===== src/rtl/rcacf_pkg.sv =====
// Package for the RC autocalibration failure control block.
// Holds register offsets, field positions, reset values and timing constants.
package rcacf_pkg;
    // Register map (byte offsets on the serial register port)
    localparam logic [7:0] ADDR_TRIM_UPPER = 8'h15;
    localparam logic [7:0] ADDR_TRIM_LOWER = 8'h16;
    localparam logic [7:0] ADDR_OSC_CTRL   = 8'h1C;
    localparam logic [7:0] ADDR_OSC_STAT   = 8'h1D;

    // Oscillator control fields
    localparam int CTRL_OSC_SEL_BIT = 7;
    localparam int CTRL_INTERVAL_HI = 6;
    localparam int CTRL_INTERVAL_LO = 5;
    localparam int CTRL_IRQ_EN_BIT  = 0;

    // Oscillator status fields
    localparam int STAT_ACTIVE_BIT  = 7;
    localparam int STAT_XT_FAIL_BIT = 1;
    localparam int STAT_CAL_FAIL_BIT = 0;

    // Calibration interval field codes
    localparam logic [1:0] INTERVAL_OFF  = 2'h0;
    localparam logic [1:0] INTERVAL_RSVD = 2'h1;
    localparam logic [1:0] INTERVAL_1024 = 2'h2;
    localparam logic [1:0] INTERVAL_512  = 2'h3;

    // Periods and crystal on-time, in seconds
    localparam int PERIOD_LONG_S  = 1024;
    localparam int PERIOD_SHORT_S = 512;
    localparam int XTAL_ON_S      = 50;

    // Adjustment limits in trim steps
    localparam int ADJ_W       = 20;
    localparam int ADJ_LIMIT   = 65536;
    localparam int ADJ_RANGE3  = 32768;
    localparam int ADJ_RANGE2  = 16384;
    localparam int ADJ_RANGE1  = 8192;
    localparam int OFFSET_W    = 14;

    // Reset values
    localparam logic [7:0] TRIM_RESET = 8'h00;
    localparam logic       ACTIVE_RC_RESET = 1'b1;

    typedef enum logic {
        RCACF_IDLE,
        RCACF_CAL
    } rcacf_cal_t;
endpackage

===== src/rtl/rcacf_ctrl.sv =====
// RC autocalibration control with failure handling and oscillator switching.
// Assumes a one-second tick and a measurement engine that reports the
// signed trim adjustment once per calibration, all synchronous to ref_clk_i.
`timescale 1ns/1ps
module rcacf_ctrl #(
    parameter int ADJ_W = rcacf_pkg::ADJ_W
) (
    input  wire logic                    ref_clk_i,    // 50 MHz clock
    input  wire logic                    resetn_i,     // Async reset, active low
    input  wire logic [7:0]              reg_addr_i,   // Register offset
    input  wire logic [7:0]              reg_wdata_i,  // Write data
    input  wire logic                    reg_wr_i,     // Write strobe
    input  wire logic                    reg_rd_i,     // Read strobe
    output logic      [7:0]              reg_rdata_o,  // Read data, registered
    input  wire logic                    sec_tick_i,   // One-second tick
    input  wire logic                    xtal_running_i, // Crystal is oscillating
    input  wire logic                    xtal_fail_i,  // Crystal failure event
    input  wire logic                    meas_done_i,  // Measurement result valid
    input  wire logic signed [ADJ_W-1:0] meas_adj_i,   // Signed trim adjustment
    output logic                         xtal_en_o,    // Crystal power enable
    output logic                         use_rc_o,     // Timebase runs from RC
    output logic                         cal_busy_o,   // Calibration in progress
    output logic                         irq_o         // Failure interrupt, level
);
    typedef struct packed {
        rcacf_pkg::rcacf_cal_t cal;
        logic [5:0]            cal_sec;
        logic [9:0]            per_sec;
        logic [7:0]            trim_upper;
        logic [7:0]            trim_lower;
        logic                  osc_select;
        logic [1:0]            cal_interval;
        logic                  cal_fail_irq_enable;
        logic                  cal_fail_flag;
        logic                  crystal_fail_flag;
        logic                  active_osc_indicator;
        logic [7:0]            rdata;
    } rcacf_state_t;

    rcacf_state_t s_q;
    rcacf_state_t s_d;

    function automatic logic interval_on(input logic [1:0] code);
        interval_on = (code == rcacf_pkg::INTERVAL_1024) || (code == rcacf_pkg::INTERVAL_512);
    endfunction

    // Adjustment below -65536 or above 65535 steps means the RC is off by more than the trim reach
    function automatic logic adj_fails(input logic signed [ADJ_W-1:0] adj);
        adj_fails = (adj < -ADJ_W'(rcacf_pkg::ADJ_LIMIT)) || (adj >= ADJ_W'(rcacf_pkg::ADJ_LIMIT));
    endfunction

    function automatic logic [1:0] adj_range(input logic signed [ADJ_W-1:0] adj);
        if (adj < -ADJ_W'(rcacf_pkg::ADJ_RANGE3) || adj >= ADJ_W'(rcacf_pkg::ADJ_RANGE3)) begin
            adj_range = 2'h3;
        end else if (adj < -ADJ_W'(rcacf_pkg::ADJ_RANGE2) || adj >= ADJ_W'(rcacf_pkg::ADJ_RANGE2)) begin
            adj_range = 2'h2;
        end else if (adj < -ADJ_W'(rcacf_pkg::ADJ_RANGE1) || adj >= ADJ_W'(rcacf_pkg::ADJ_RANGE1)) begin
            adj_range = 2'h1;
        end else begin
            adj_range = 2'h0;
        end
    endfunction

    logic                  ctrl_wr;
    logic                  stat_wr;
    logic                  period_end;
    logic                  cal_start;
    logic                  cal_fail_evt;
    logic                  cal_ok_evt;
    logic [1:0]            new_range;
    logic signed [ADJ_W-1:0] shifted;
    logic [9:0]            per_last;

    always_comb begin
        ctrl_wr      = reg_wr_i && (reg_addr_i == rcacf_pkg::ADDR_OSC_CTRL);
        stat_wr      = reg_wr_i && (reg_addr_i == rcacf_pkg::ADDR_OSC_STAT);
        per_last     = (s_q.cal_interval == rcacf_pkg::INTERVAL_512) ? 10'(rcacf_pkg::PERIOD_SHORT_S - 1)
                                                                     : 10'(rcacf_pkg::PERIOD_LONG_S - 1);
        period_end   = sec_tick_i && interval_on(s_q.cal_interval) && (s_q.per_sec == per_last);
        cal_start    = (s_q.cal == rcacf_pkg::RCACF_IDLE) &&
                       ((ctrl_wr && !interval_on(s_q.cal_interval) &&
                         interval_on(reg_wdata_i[rcacf_pkg::CTRL_INTERVAL_HI:rcacf_pkg::CTRL_INTERVAL_LO])) ||
                        period_end);
        cal_fail_evt = (s_q.cal == rcacf_pkg::RCACF_CAL) && meas_done_i && adj_fails(meas_adj_i);
        cal_ok_evt   = (s_q.cal == rcacf_pkg::RCACF_CAL) && meas_done_i && !adj_fails(meas_adj_i);
        new_range    = adj_range(meas_adj_i);
        shifted      = meas_adj_i >>> new_range;

        s_d = s_q;

        // Period counter restarts whenever the interval is off or reserved
        if (!interval_on(s_q.cal_interval)) begin
            s_d.per_sec = '0;
        end else if (sec_tick_i) begin
            s_d.per_sec = (s_q.per_sec == per_last) ? 10'h000 : s_q.per_sec + 10'h001;
        end

        unique case (s_q.cal)
            rcacf_pkg::RCACF_IDLE: begin
                if (cal_start) begin
                    s_d.cal     = rcacf_pkg::RCACF_CAL;
                    s_d.cal_sec = '0;
                end
            end
            rcacf_pkg::RCACF_CAL: begin
                if (sec_tick_i) begin
                    s_d.cal_sec = s_q.cal_sec + 6'h01;
                end
                if (sec_tick_i && s_q.cal_sec == 6'(rcacf_pkg::XTAL_ON_S - 1)) begin
                    s_d.cal = rcacf_pkg::RCACF_IDLE;
                end
            end
        endcase

        if (cal_ok_evt) begin
            s_d.trim_upper = {new_range, shifted[rcacf_pkg::OFFSET_W-1:8]};
            s_d.trim_lower = shifted[7:0];
        end else if (!cal_fail_evt && reg_wr_i && reg_addr_i == rcacf_pkg::ADDR_TRIM_UPPER) begin
            s_d.trim_upper = reg_wdata_i;
        end else if (!cal_fail_evt && reg_wr_i && reg_addr_i == rcacf_pkg::ADDR_TRIM_LOWER) begin
            s_d.trim_lower = reg_wdata_i;
        end

        if (ctrl_wr) begin
            s_d.osc_select          = reg_wdata_i[rcacf_pkg::CTRL_OSC_SEL_BIT];
            s_d.cal_interval        = reg_wdata_i[rcacf_pkg::CTRL_INTERVAL_HI:rcacf_pkg::CTRL_INTERVAL_LO];
            s_d.cal_fail_irq_enable = reg_wdata_i[rcacf_pkg::CTRL_IRQ_EN_BIT];
        end

        // Write zero clears; a set in the same cycle wins
        if (stat_wr && !reg_wdata_i[rcacf_pkg::STAT_CAL_FAIL_BIT]) begin
            s_d.cal_fail_flag = 1'b0;
        end
        if (cal_fail_evt) begin
            s_d.cal_fail_flag = 1'b1;
        end
        if (stat_wr && !reg_wdata_i[rcacf_pkg::STAT_XT_FAIL_BIT]) begin
            s_d.crystal_fail_flag = 1'b0;
        end
        if (xtal_fail_i) begin
            s_d.crystal_fail_flag = 1'b1;
        end

        // Timebase moves on a second boundary, except that it moves to RC at once when the crystal stops running
        if (s_q.osc_select || !xtal_running_i) begin
            if (sec_tick_i || !xtal_running_i) begin
                s_d.active_osc_indicator = 1'b1;
            end
        end else if (sec_tick_i) begin
            s_d.active_osc_indicator = 1'b0;
        end

        if (reg_rd_i) begin
            unique case (reg_addr_i)
                rcacf_pkg::ADDR_TRIM_UPPER: s_d.rdata = s_q.trim_upper;
                rcacf_pkg::ADDR_TRIM_LOWER: s_d.rdata = s_q.trim_lower;
                rcacf_pkg::ADDR_OSC_CTRL:   s_d.rdata = {s_q.osc_select, s_q.cal_interval, 4'h0,
                                                         s_q.cal_fail_irq_enable};
                rcacf_pkg::ADDR_OSC_STAT:   s_d.rdata = {s_q.active_osc_indicator, 5'h00,
                                                         s_q.crystal_fail_flag, s_q.cal_fail_flag};
                default:                    s_d.rdata = 8'h00;
            endcase
        end
    end

    always_ff @(posedge ref_clk_i or negedge resetn_i) begin
        if (!resetn_i) begin
            s_q                      <= '0;
            s_q.cal                  <= rcacf_pkg::RCACF_IDLE;
            s_q.trim_upper           <= rcacf_pkg::TRIM_RESET;
            s_q.trim_lower           <= rcacf_pkg::TRIM_RESET;
            s_q.active_osc_indicator <= rcacf_pkg::ACTIVE_RC_RESET;
        end else begin
            s_q <= s_d;
        end
    end

    // Crystal runs whenever selected, otherwise only during a calibration
    assign xtal_en_o   = !s_q.osc_select || (s_q.cal == rcacf_pkg::RCACF_CAL);
    assign use_rc_o    = s_q.active_osc_indicator;
    assign cal_busy_o  = (s_q.cal == rcacf_pkg::RCACF_CAL);
    assign irq_o       = s_q.cal_fail_flag && s_q.cal_fail_irq_enable;
    assign reg_rdata_o = s_q.rdata;

    a_fail_sets_flag: assert property (@(posedge ref_clk_i) disable iff (!resetn_i)
        cal_fail_evt |=> s_q.cal_fail_flag)
        else $error("calibration failure did not set flag");

    a_fail_keeps_trim: assert property (@(posedge ref_clk_i) disable iff (!resetn_i)
        cal_fail_evt |=> ($stable(s_q.trim_upper) && $stable(s_q.trim_lower)))
        else $error("trim changed on failed calibration");

    a_irq_gated_enable: assert property (@(posedge ref_clk_i) disable iff (!resetn_i)
        irq_o |-> (s_q.cal_fail_flag && s_q.cal_fail_irq_enable))
        else $error("interrupt without flag and enable");

    a_fail_raises_irq: assert property (@(posedge ref_clk_i) disable iff (!resetn_i)
        (cal_fail_evt && s_q.cal_fail_irq_enable && !ctrl_wr) |=> irq_o)
        else $error("enabled calibration failure raised no interrupt");

    a_xt_clears_ind: assert property (@(posedge ref_clk_i) disable iff (!resetn_i)
        (!s_q.osc_select && xtal_running_i && sec_tick_i) |=> !use_rc_o)
        else $error("indicator not cleared after crystal switch");

    a_switch_on_tick: assert property (@(posedge ref_clk_i) disable iff (!resetn_i)
        $fell(use_rc_o) |-> $past(sec_tick_i))
        else $error("timebase switched off a second boundary");

    a_rc_mode_rc: assert property (@(posedge ref_clk_i) disable iff (!resetn_i)
        (s_q.osc_select && $past(s_q.osc_select) && $past(s_q.osc_select, 2) && interval_on(s_q.cal_interval)
         && $past(use_rc_o)) |-> use_rc_o)
        else $error("RC mode left the RC timebase");

    a_period_start: assert property (@(posedge ref_clk_i) disable iff (!resetn_i)
        (period_end && !cal_busy_o) |=> cal_busy_o ##0 s_q.cal_sec == 6'h00)
        else $error("calibration not started at period start");

    a_disabled_idle: assert property (@(posedge ref_clk_i) disable iff (!resetn_i)
        (!interval_on(s_q.cal_interval) && !ctrl_wr && !cal_busy_o) |=> !cal_busy_o)
        else $error("calibration started while disabled");

    a_immediate_start: assert property (@(posedge ref_clk_i) disable iff (!resetn_i)
        (ctrl_wr && !interval_on(s_q.cal_interval) &&
         interval_on(reg_wdata_i[rcacf_pkg::CTRL_INTERVAL_HI:rcacf_pkg::CTRL_INTERVAL_LO]) && !cal_busy_o)
        |=> cal_busy_o)
        else $error("no immediate calibration on enable");

    a_xtal_window: assert property (@(posedge ref_clk_i) disable iff (!resetn_i)
        $rose(cal_busy_o) |-> xtal_en_o ##1 xtal_en_o)
        else $error("crystal not powered during calibration");

    a_flag_holds: assert property (@(posedge ref_clk_i) disable iff (!resetn_i)
        (s_q.cal_fail_flag && !stat_wr) |=> s_q.cal_fail_flag)
        else $error("failure flag dropped without clear");
endmodule


===== config.mk =====
export PLATFORM = sky130hd
export DESIGN_NAME = rcacf_ctrl
export DESIGN_NICKNAME = d
export VERILOG_FILES = /design/src/rtl/rcacf_pkg.sv /design/src/rtl/rcacf_ctrl.sv
export SDC_FILE = /design/constraint.sdc
export NUM_CORES = 1
export LEC_CHECK = 0
export BUFFER_PORTS_ARGS = -buffer_cell sky130_fd_sc_hd__buf_2
export CELL_PAD_IN_SITES_DETAIL_PLACEMENT = 0
export CELL_PAD_IN_SITES_GLOBAL_PLACEMENT = 1
export CORE_UTILIZATION = 43
export CTS_BUF_LIST = sky130_fd_sc_hd__clkbuf_16
export DETAILED_ROUTE_END_ITERATION = 8
export PLACE_DENSITY_LB_ADDON = 0.1
export RECOVER_POWER = 50
export SYNTH_ARGS = -nofsm -noshare
export SYNTH_HDL_FRONTEND = slang
export SYNTH_SLANG_ARGS = --single-unit

===== constraint.sdc =====
create_clock -name ref_clk_i -period 1.9 [get_ports ref_clk_i]
set_input_delay 0.19 -clock ref_clk_i [delete_from_list [all_inputs] [get_ports ref_clk_i]]
set_output_delay 0.19 -clock ref_clk_i [all_outputs]
set_load 0.02 [all_outputs]

Yosys cells after proc, flatten, opt, wreduce, memory -nomap -nowiden
Cells that the tools add are included.

Register bits after elaboration: 48. Bits of input ports: 44. Output and inout port bits: 12.

$add $sub $neg: 2. Order comparisons: 8. Equality and inequality tests: 15. Shift-type cells: 1. Muxes and demuxes: 23. Bitwise operators: 1. Reductions and logical operators: 42.

Operators by type and width (number): 10-bit 2-to-1 mux (4); 8-bit by 5-bit == test with 1-bit output, second input constant (4); 8-bit case mux with 4 select lines (1); 8-bit 2-to-1 mux (3); 20-bit by 15-bit >= comparator with 1-bit output, second input constant (1); 20-bit by 16-bit >= comparator with 1-bit output, second input constant (1); 20-bit by 17-bit >= comparator with 1-bit output, second input constant (1); 20-bit by 18-bit >= comparator with 1-bit output, second input constant (1); 20-bit by 14-bit less-than comparator with 1-bit output, second input constant (1); 20-bit by 15-bit less-than comparator with 1-bit output, second input constant (1); 20-bit by 16-bit less-than comparator with 1-bit output, second input constant (1); 20-bit by 17-bit less-than comparator with 1-bit output, second input constant (1); 20-bit by 2-bit >>> shifter with 14-bit output (1); 1-bit logical AND (17); 16-bit 2-to-1 mux (1); 7-bit case mux with 2 select lines (1); 10-bit by 1-bit adder with 10-bit output, second input constant (1); 10-bit == test (1); 1-bit logical OR (10); 2-bit nonzero test (5); 1-bit 2-to-1 mux (9); 2-bit == test, second input constant (4); 2-bit != test, second input constant (4); 1-bit zero test (7); other kinds (8) (11).

Longest topological paths before layout
Depth after elaboration: 9. Mapped depth: 7. Gate-level depth less buffers: 6.

Worst setup path before layout
Ideal clock, no wire load.

Path kind: flip-flop to flip-flop. Start point: register s_q, in the netlist cal_busy_o. End point: register s_q[20] in the netlist's numbering. Library setup time: 126 ps. Data arrival time: 1726 ps. Data required time: 1774 ps. Slack: 48 ps. Cell stages (with the launch flop): 8. Period minus slack after synthesis: 1852 ps. Cell sequence: dfrtp_1 clkbuf_1 nand2_1 nand2_1 or2_0 clkbuf_1 o21a_1 o32a_1.

Word-level cells in the longest chain between the ends: 7. Elaborated cells between the ends (all ways): 11. Those cells by class: 1 x eq/ne; 1 x mux; 9 x reduce/logical.

Ends and longest elaborated chain: from (decl) (RTL line rcacf_ctrl.sv:40) `rcacf_state_t s_q;`; 1-bit logical AND (*) (RTL line rcacf_ctrl.sv:84, rcacf_ctrl.sv:85); 1-bit logical AND (RTL line rcacf_ctrl.sv:84) `cal_fail_evt = (s_q.cal == rcacf_pkg::RCACF_CAL) && meas_done_i && adj_fails(meas_adj_i);`; 1-bit zero test (RTL line rcacf_ctrl.sv:118, rcacf_ctrl.sv:120); 1-bit logical AND (RTL line rcacf_ctrl.sv:118, rcacf_ctrl.sv:120); 1-bit logical AND (on tied branches) (RTL line rcacf_ctrl.sv:118, rcacf_ctrl.sv:120); 2-bit != test (no line) or 2-bit nonzero test (tied branches); 2-bit AND reduction (no line).

Mark *: on every way between the ends. The rest lies on a longest branch, timed or not. A chain may end at the register's enable or synchronous reset.

Worst setup path in the final report
Start point: input meas_adj_i[18]. End point: register s_q[20] in the netlist's numbering.

Word-level cells in the longest chain between the ends: 8. Elaborated cells between the ends (all ways): 27. Those cells by class: 8 x order compare; 1 x eq/ne; 1 x shift; 4 x mux; 13 x reduce/logical.

Ends and longest elaborated chain: from (decl) (RTL line rcacf_ctrl.sv:19) `input wire logic signed [ADJ_W-1:0] meas_adj_i,`; parallel branches: the longest is 8 deep, another holds 20-bit by 14-bit less-than comparator with 1-bit output.

Parallel ways; which one is timed is not known.

==> metrics.md <==
| Metric | Value |
|---|---|
| Status | `finished, final reports clean` |
| Power density over cell area | `659 nW/µm²` |
| TritonCTS clock tree | `built` |
| DR vias/cell | `5.94` |
| Synth Flop Type | `dfrtp_1` |
| Sequential area share after synthesis | `37.0%` |
| # nets final | `486` |
| Initial antenna violation count | `0` |
| Number of DRC violations after detailed-routing iteration 0 | `182` |
| Antenna viol nets, final | `0` |
| Clk buf depth | `2` |
| RR Startpoint | `cal_busy_o$_DFF_PN0_` |
| Clk_skew | `5.95 ps` |
| Detailed Route WL | `9190 µm` |
| GRT Overall Usage | `24.7%` |
| Final Util | `54.9%` |
| Critical path fanouts, max | `10` |
| Fraction of registers with async set/reset | `100%` |
| Syn. warnings | `0` |
| Drt pass-1 iters | `4` |
| FF-to-FF setup slack | `290 ps` |
| Max-Cap Viols | `0` |
| Peak VDD IR | `0.000331 V` |
| Crit path required time | `2120 ps` |
| Reg-to-Reg End | `s_q[21]$_DFFE_PN0P_` |
| Mapped Cells | `361` |
| Number of distinct library cells after synthesis | `69` |
| Multi-input logic area | `1860 µm²` |
| Area delta synth->final | `23.2%` |
| Worst slew pin tran | `1250 ps` |
| Clock-pin slew on the worst setup and hold paths | `60 ps` |
| Worst Setup End Kind | `flip-flop` |
| Number of synthesized register bits | `48` |
| Global route total overflow | `0` |
| Reg2Reg Depth | `5` |
| Total Power | `2.64 mW` |
| Minimum clock period | `1820 ps` |
| Final Hold Violating Endpoints | `0` |
| Setup-failing EPs final | `0` |
| Largest net degree at the start of global routing | `25` |
| Max H-tree Level | `2` |
| RSZ-0062 raised after global routing | `no` |
| Core area | `7290 µm²` |
| Ant diodes | `0` |
| Crit path capture | `s_q[20]$_DFFE_PN0P_` |
| Min-delay worst type | `in2reg` |
| Die Y | `88.9 µm` |
| Fin crit share | `96.0%` |
| CTS root buf | `clkbuf_16` |
| Setup Fix Bufs, Post-CTS | `0` |
| Routability cong. | `0.860` |
| # fillers | `731` |
| Most frequent cells in the layout | `47 x dfrtp_1, 46 x buf_2, 37 x buf_4` |
| IO Pins | `56` |
| Rows | `31` |
| Mean Syn Cell Area | `9.00 µm²` |
| Input/output buffers | `55` |
| DIE AREA | `7910 µm²` |
| Worst Setup SP | `meas_adj_i[18]` |
| Slew Limit Fails | `0` |
| First-pass GRT wire length | `14900 µm` |
| Dpl cells | `530` |
| Register area | `1200 µm²` |
| Initial Util | `44.6%` |
| EDFF count, synth | `0` |
| Fmax | `548 MHz` |
| HPWL Detailed | `7180 µm` |
| DRC viols | `0` |
| Layout Cells excl Fill | `539` |
| Commonest non-fill, non-tap cell in the layout | `dfrtp_1` |
| CP startpoint kind | `primary input` |
| Clock sink count | `48` |
| Synthesized area | `3250 µm²` |
| Syn nets | `408` |
| Arrival time at the worst endpoint | `2040 ps` |
| Num CTS Buffers | `5` |
| DIE WIDTH | `88.9 µm` |
| Vias in the first global route | `2898` |
| Clk Latency, worst-skew pair | `290 ps` |
| Kind of critical path | `in2reg` |
| Layout cells sized above 1 | `26.1%` |
| Leakage power | `1.64 nW` |
| WL/cell | `17.1 µm` |
| Slew headroom | `16.5%` |
| Via count | `3199` |
Yosys cell counts, drive strengths merged (4+ instances only):
library cell,instances,share of area (%)
dfrtp,47,36
o21ai,30,4.6
nor2,29,3.4
nand2,27,3.4
o22ai,17,3.5
buf,14,3.1
clkbuf,13,1.5
inv,13,1.5
a211oi,12,2.8
a31oi,12,2.3
o32ai,10,2.7
nor2b,8,1.5
nor3,8,1.6
xnor2,8,2.2
a211o,7,1.9
and2,7,1.3
nand4,7,1.5
a22o,6,1.6
a21oi,5,1.1
a22oi,5,1.2
mux2i,5,1.5
nand2b,5,0.96
nand3,5,0.77
o21a,4,0.92
o32a,4,1.2
or3,4,0.77
repair_timing:
action / CTS / global route
resized for setup: 0 / 2
endpoints found under the setup margin: 0 / 2
hold buffers: 1 / 0
hold endpoints to repair: 19 / 0
worst max-delay path, cell delays in order:
cell	delay, ps
buf_2	130
or4_4	600
nor3_4	220
buf_4	200
o32ai_1	100
a211oi_1	400
o32a_1	210
cell families after synthesis:
family                     Yosys count  synth area share (%)
adders and majority gates            3                  1.15
xor gates and xnor gates            10                  2.69
and+or+nand+nor                    114                  19.2
muxes                                8                  2.58
DFF                                 48                  37.0
AOI/OAI and AO/OA                  138                  31.2
buffers and inverters               40                  6.12
cell type report:
cell class | count | area share [%]
Clock buffer | 5 | 3.12
Clock inverter | 3 | 0.937
Inverter | 13 | 1.22
Multi-Input combinational cell | 273 | 46.4
Sequential cell | 48 | 30.0
Tap cell | 99 | 3.09
Timing Repair Buffer | 98 | 15.2
worst min-delay path by stage:
| stage | from | end | slack [ps] | depth (start not counted) |
|---|---|---|---|---|
| final | xtal_running_i | use_rc_o$_DFFE_PN1P_ | 20 | 2 |
| after global routing | xtal_running_i | use_rc_o$_DFFE_PN1P_ | 30 | 2 |
| after CTS | xtal_running_i | use_rc_o$_DFFE_PN1P_ | 10 | 2 |
| after detailed placement | resetn_i | s_q[34]$_DFFE_PN0P_ | 200 | 1 |
| after global placement | resetn_i | s_q[34]$_DFFE_PN0P_ | 190 | 1 |
| after floorplan | resetn_i | cal_busy_o$_DFF_PN0_ | -110 | 0 |
metal layers:
metal  vias to the layer above  global-route usage [%]  share of wire (%)
met1                      1549                    34.5                 46
met4                         0                    5.19               0.95
li1                       1542                       -                  -
met3                         6                    2.77                4.7
met2                       102                    41.6                 48
met5                         -                       0                  0
report_power, final:
part / leakage [nW] / total, mW / switching, mW / internal, mW
Sequential: 0.643 / 1.20 / 0.0841 / 1.12
Clock: 0.0789 / 0.979 / 0.367 / 0.612
Combinational: 0.917 / 0.461 / 0.247 / 0.214
Total: 1.64 / 2.64 / 0.699 / 1.94
state kept, by name (all words and copies together) (netlist names):
register,count
cal_busy_o,1
s_q,38
use_rc_o,1
reg_rdata_o,8
through the flow:
| stage | instance area, µm² | setup slack, ps | setup TNS, ps | hold slack (ps) |
|---|---|---|---|---|
| floorplan | 3250 | 48.3 | 0 | -106 |
| global route | 4010 | 2.67 | 0 | 25.2 |
| finish | 4010 | 75.4 | 0 | 20.1 |
| detailed placement | 3840 | -182 | -955 | 196 |
| global placement | 3840 | -184 | -812 | 192 |
| CTS | 4010 | 102 | 0 | 12.2 |
Power figures use the tool's default switching activity.
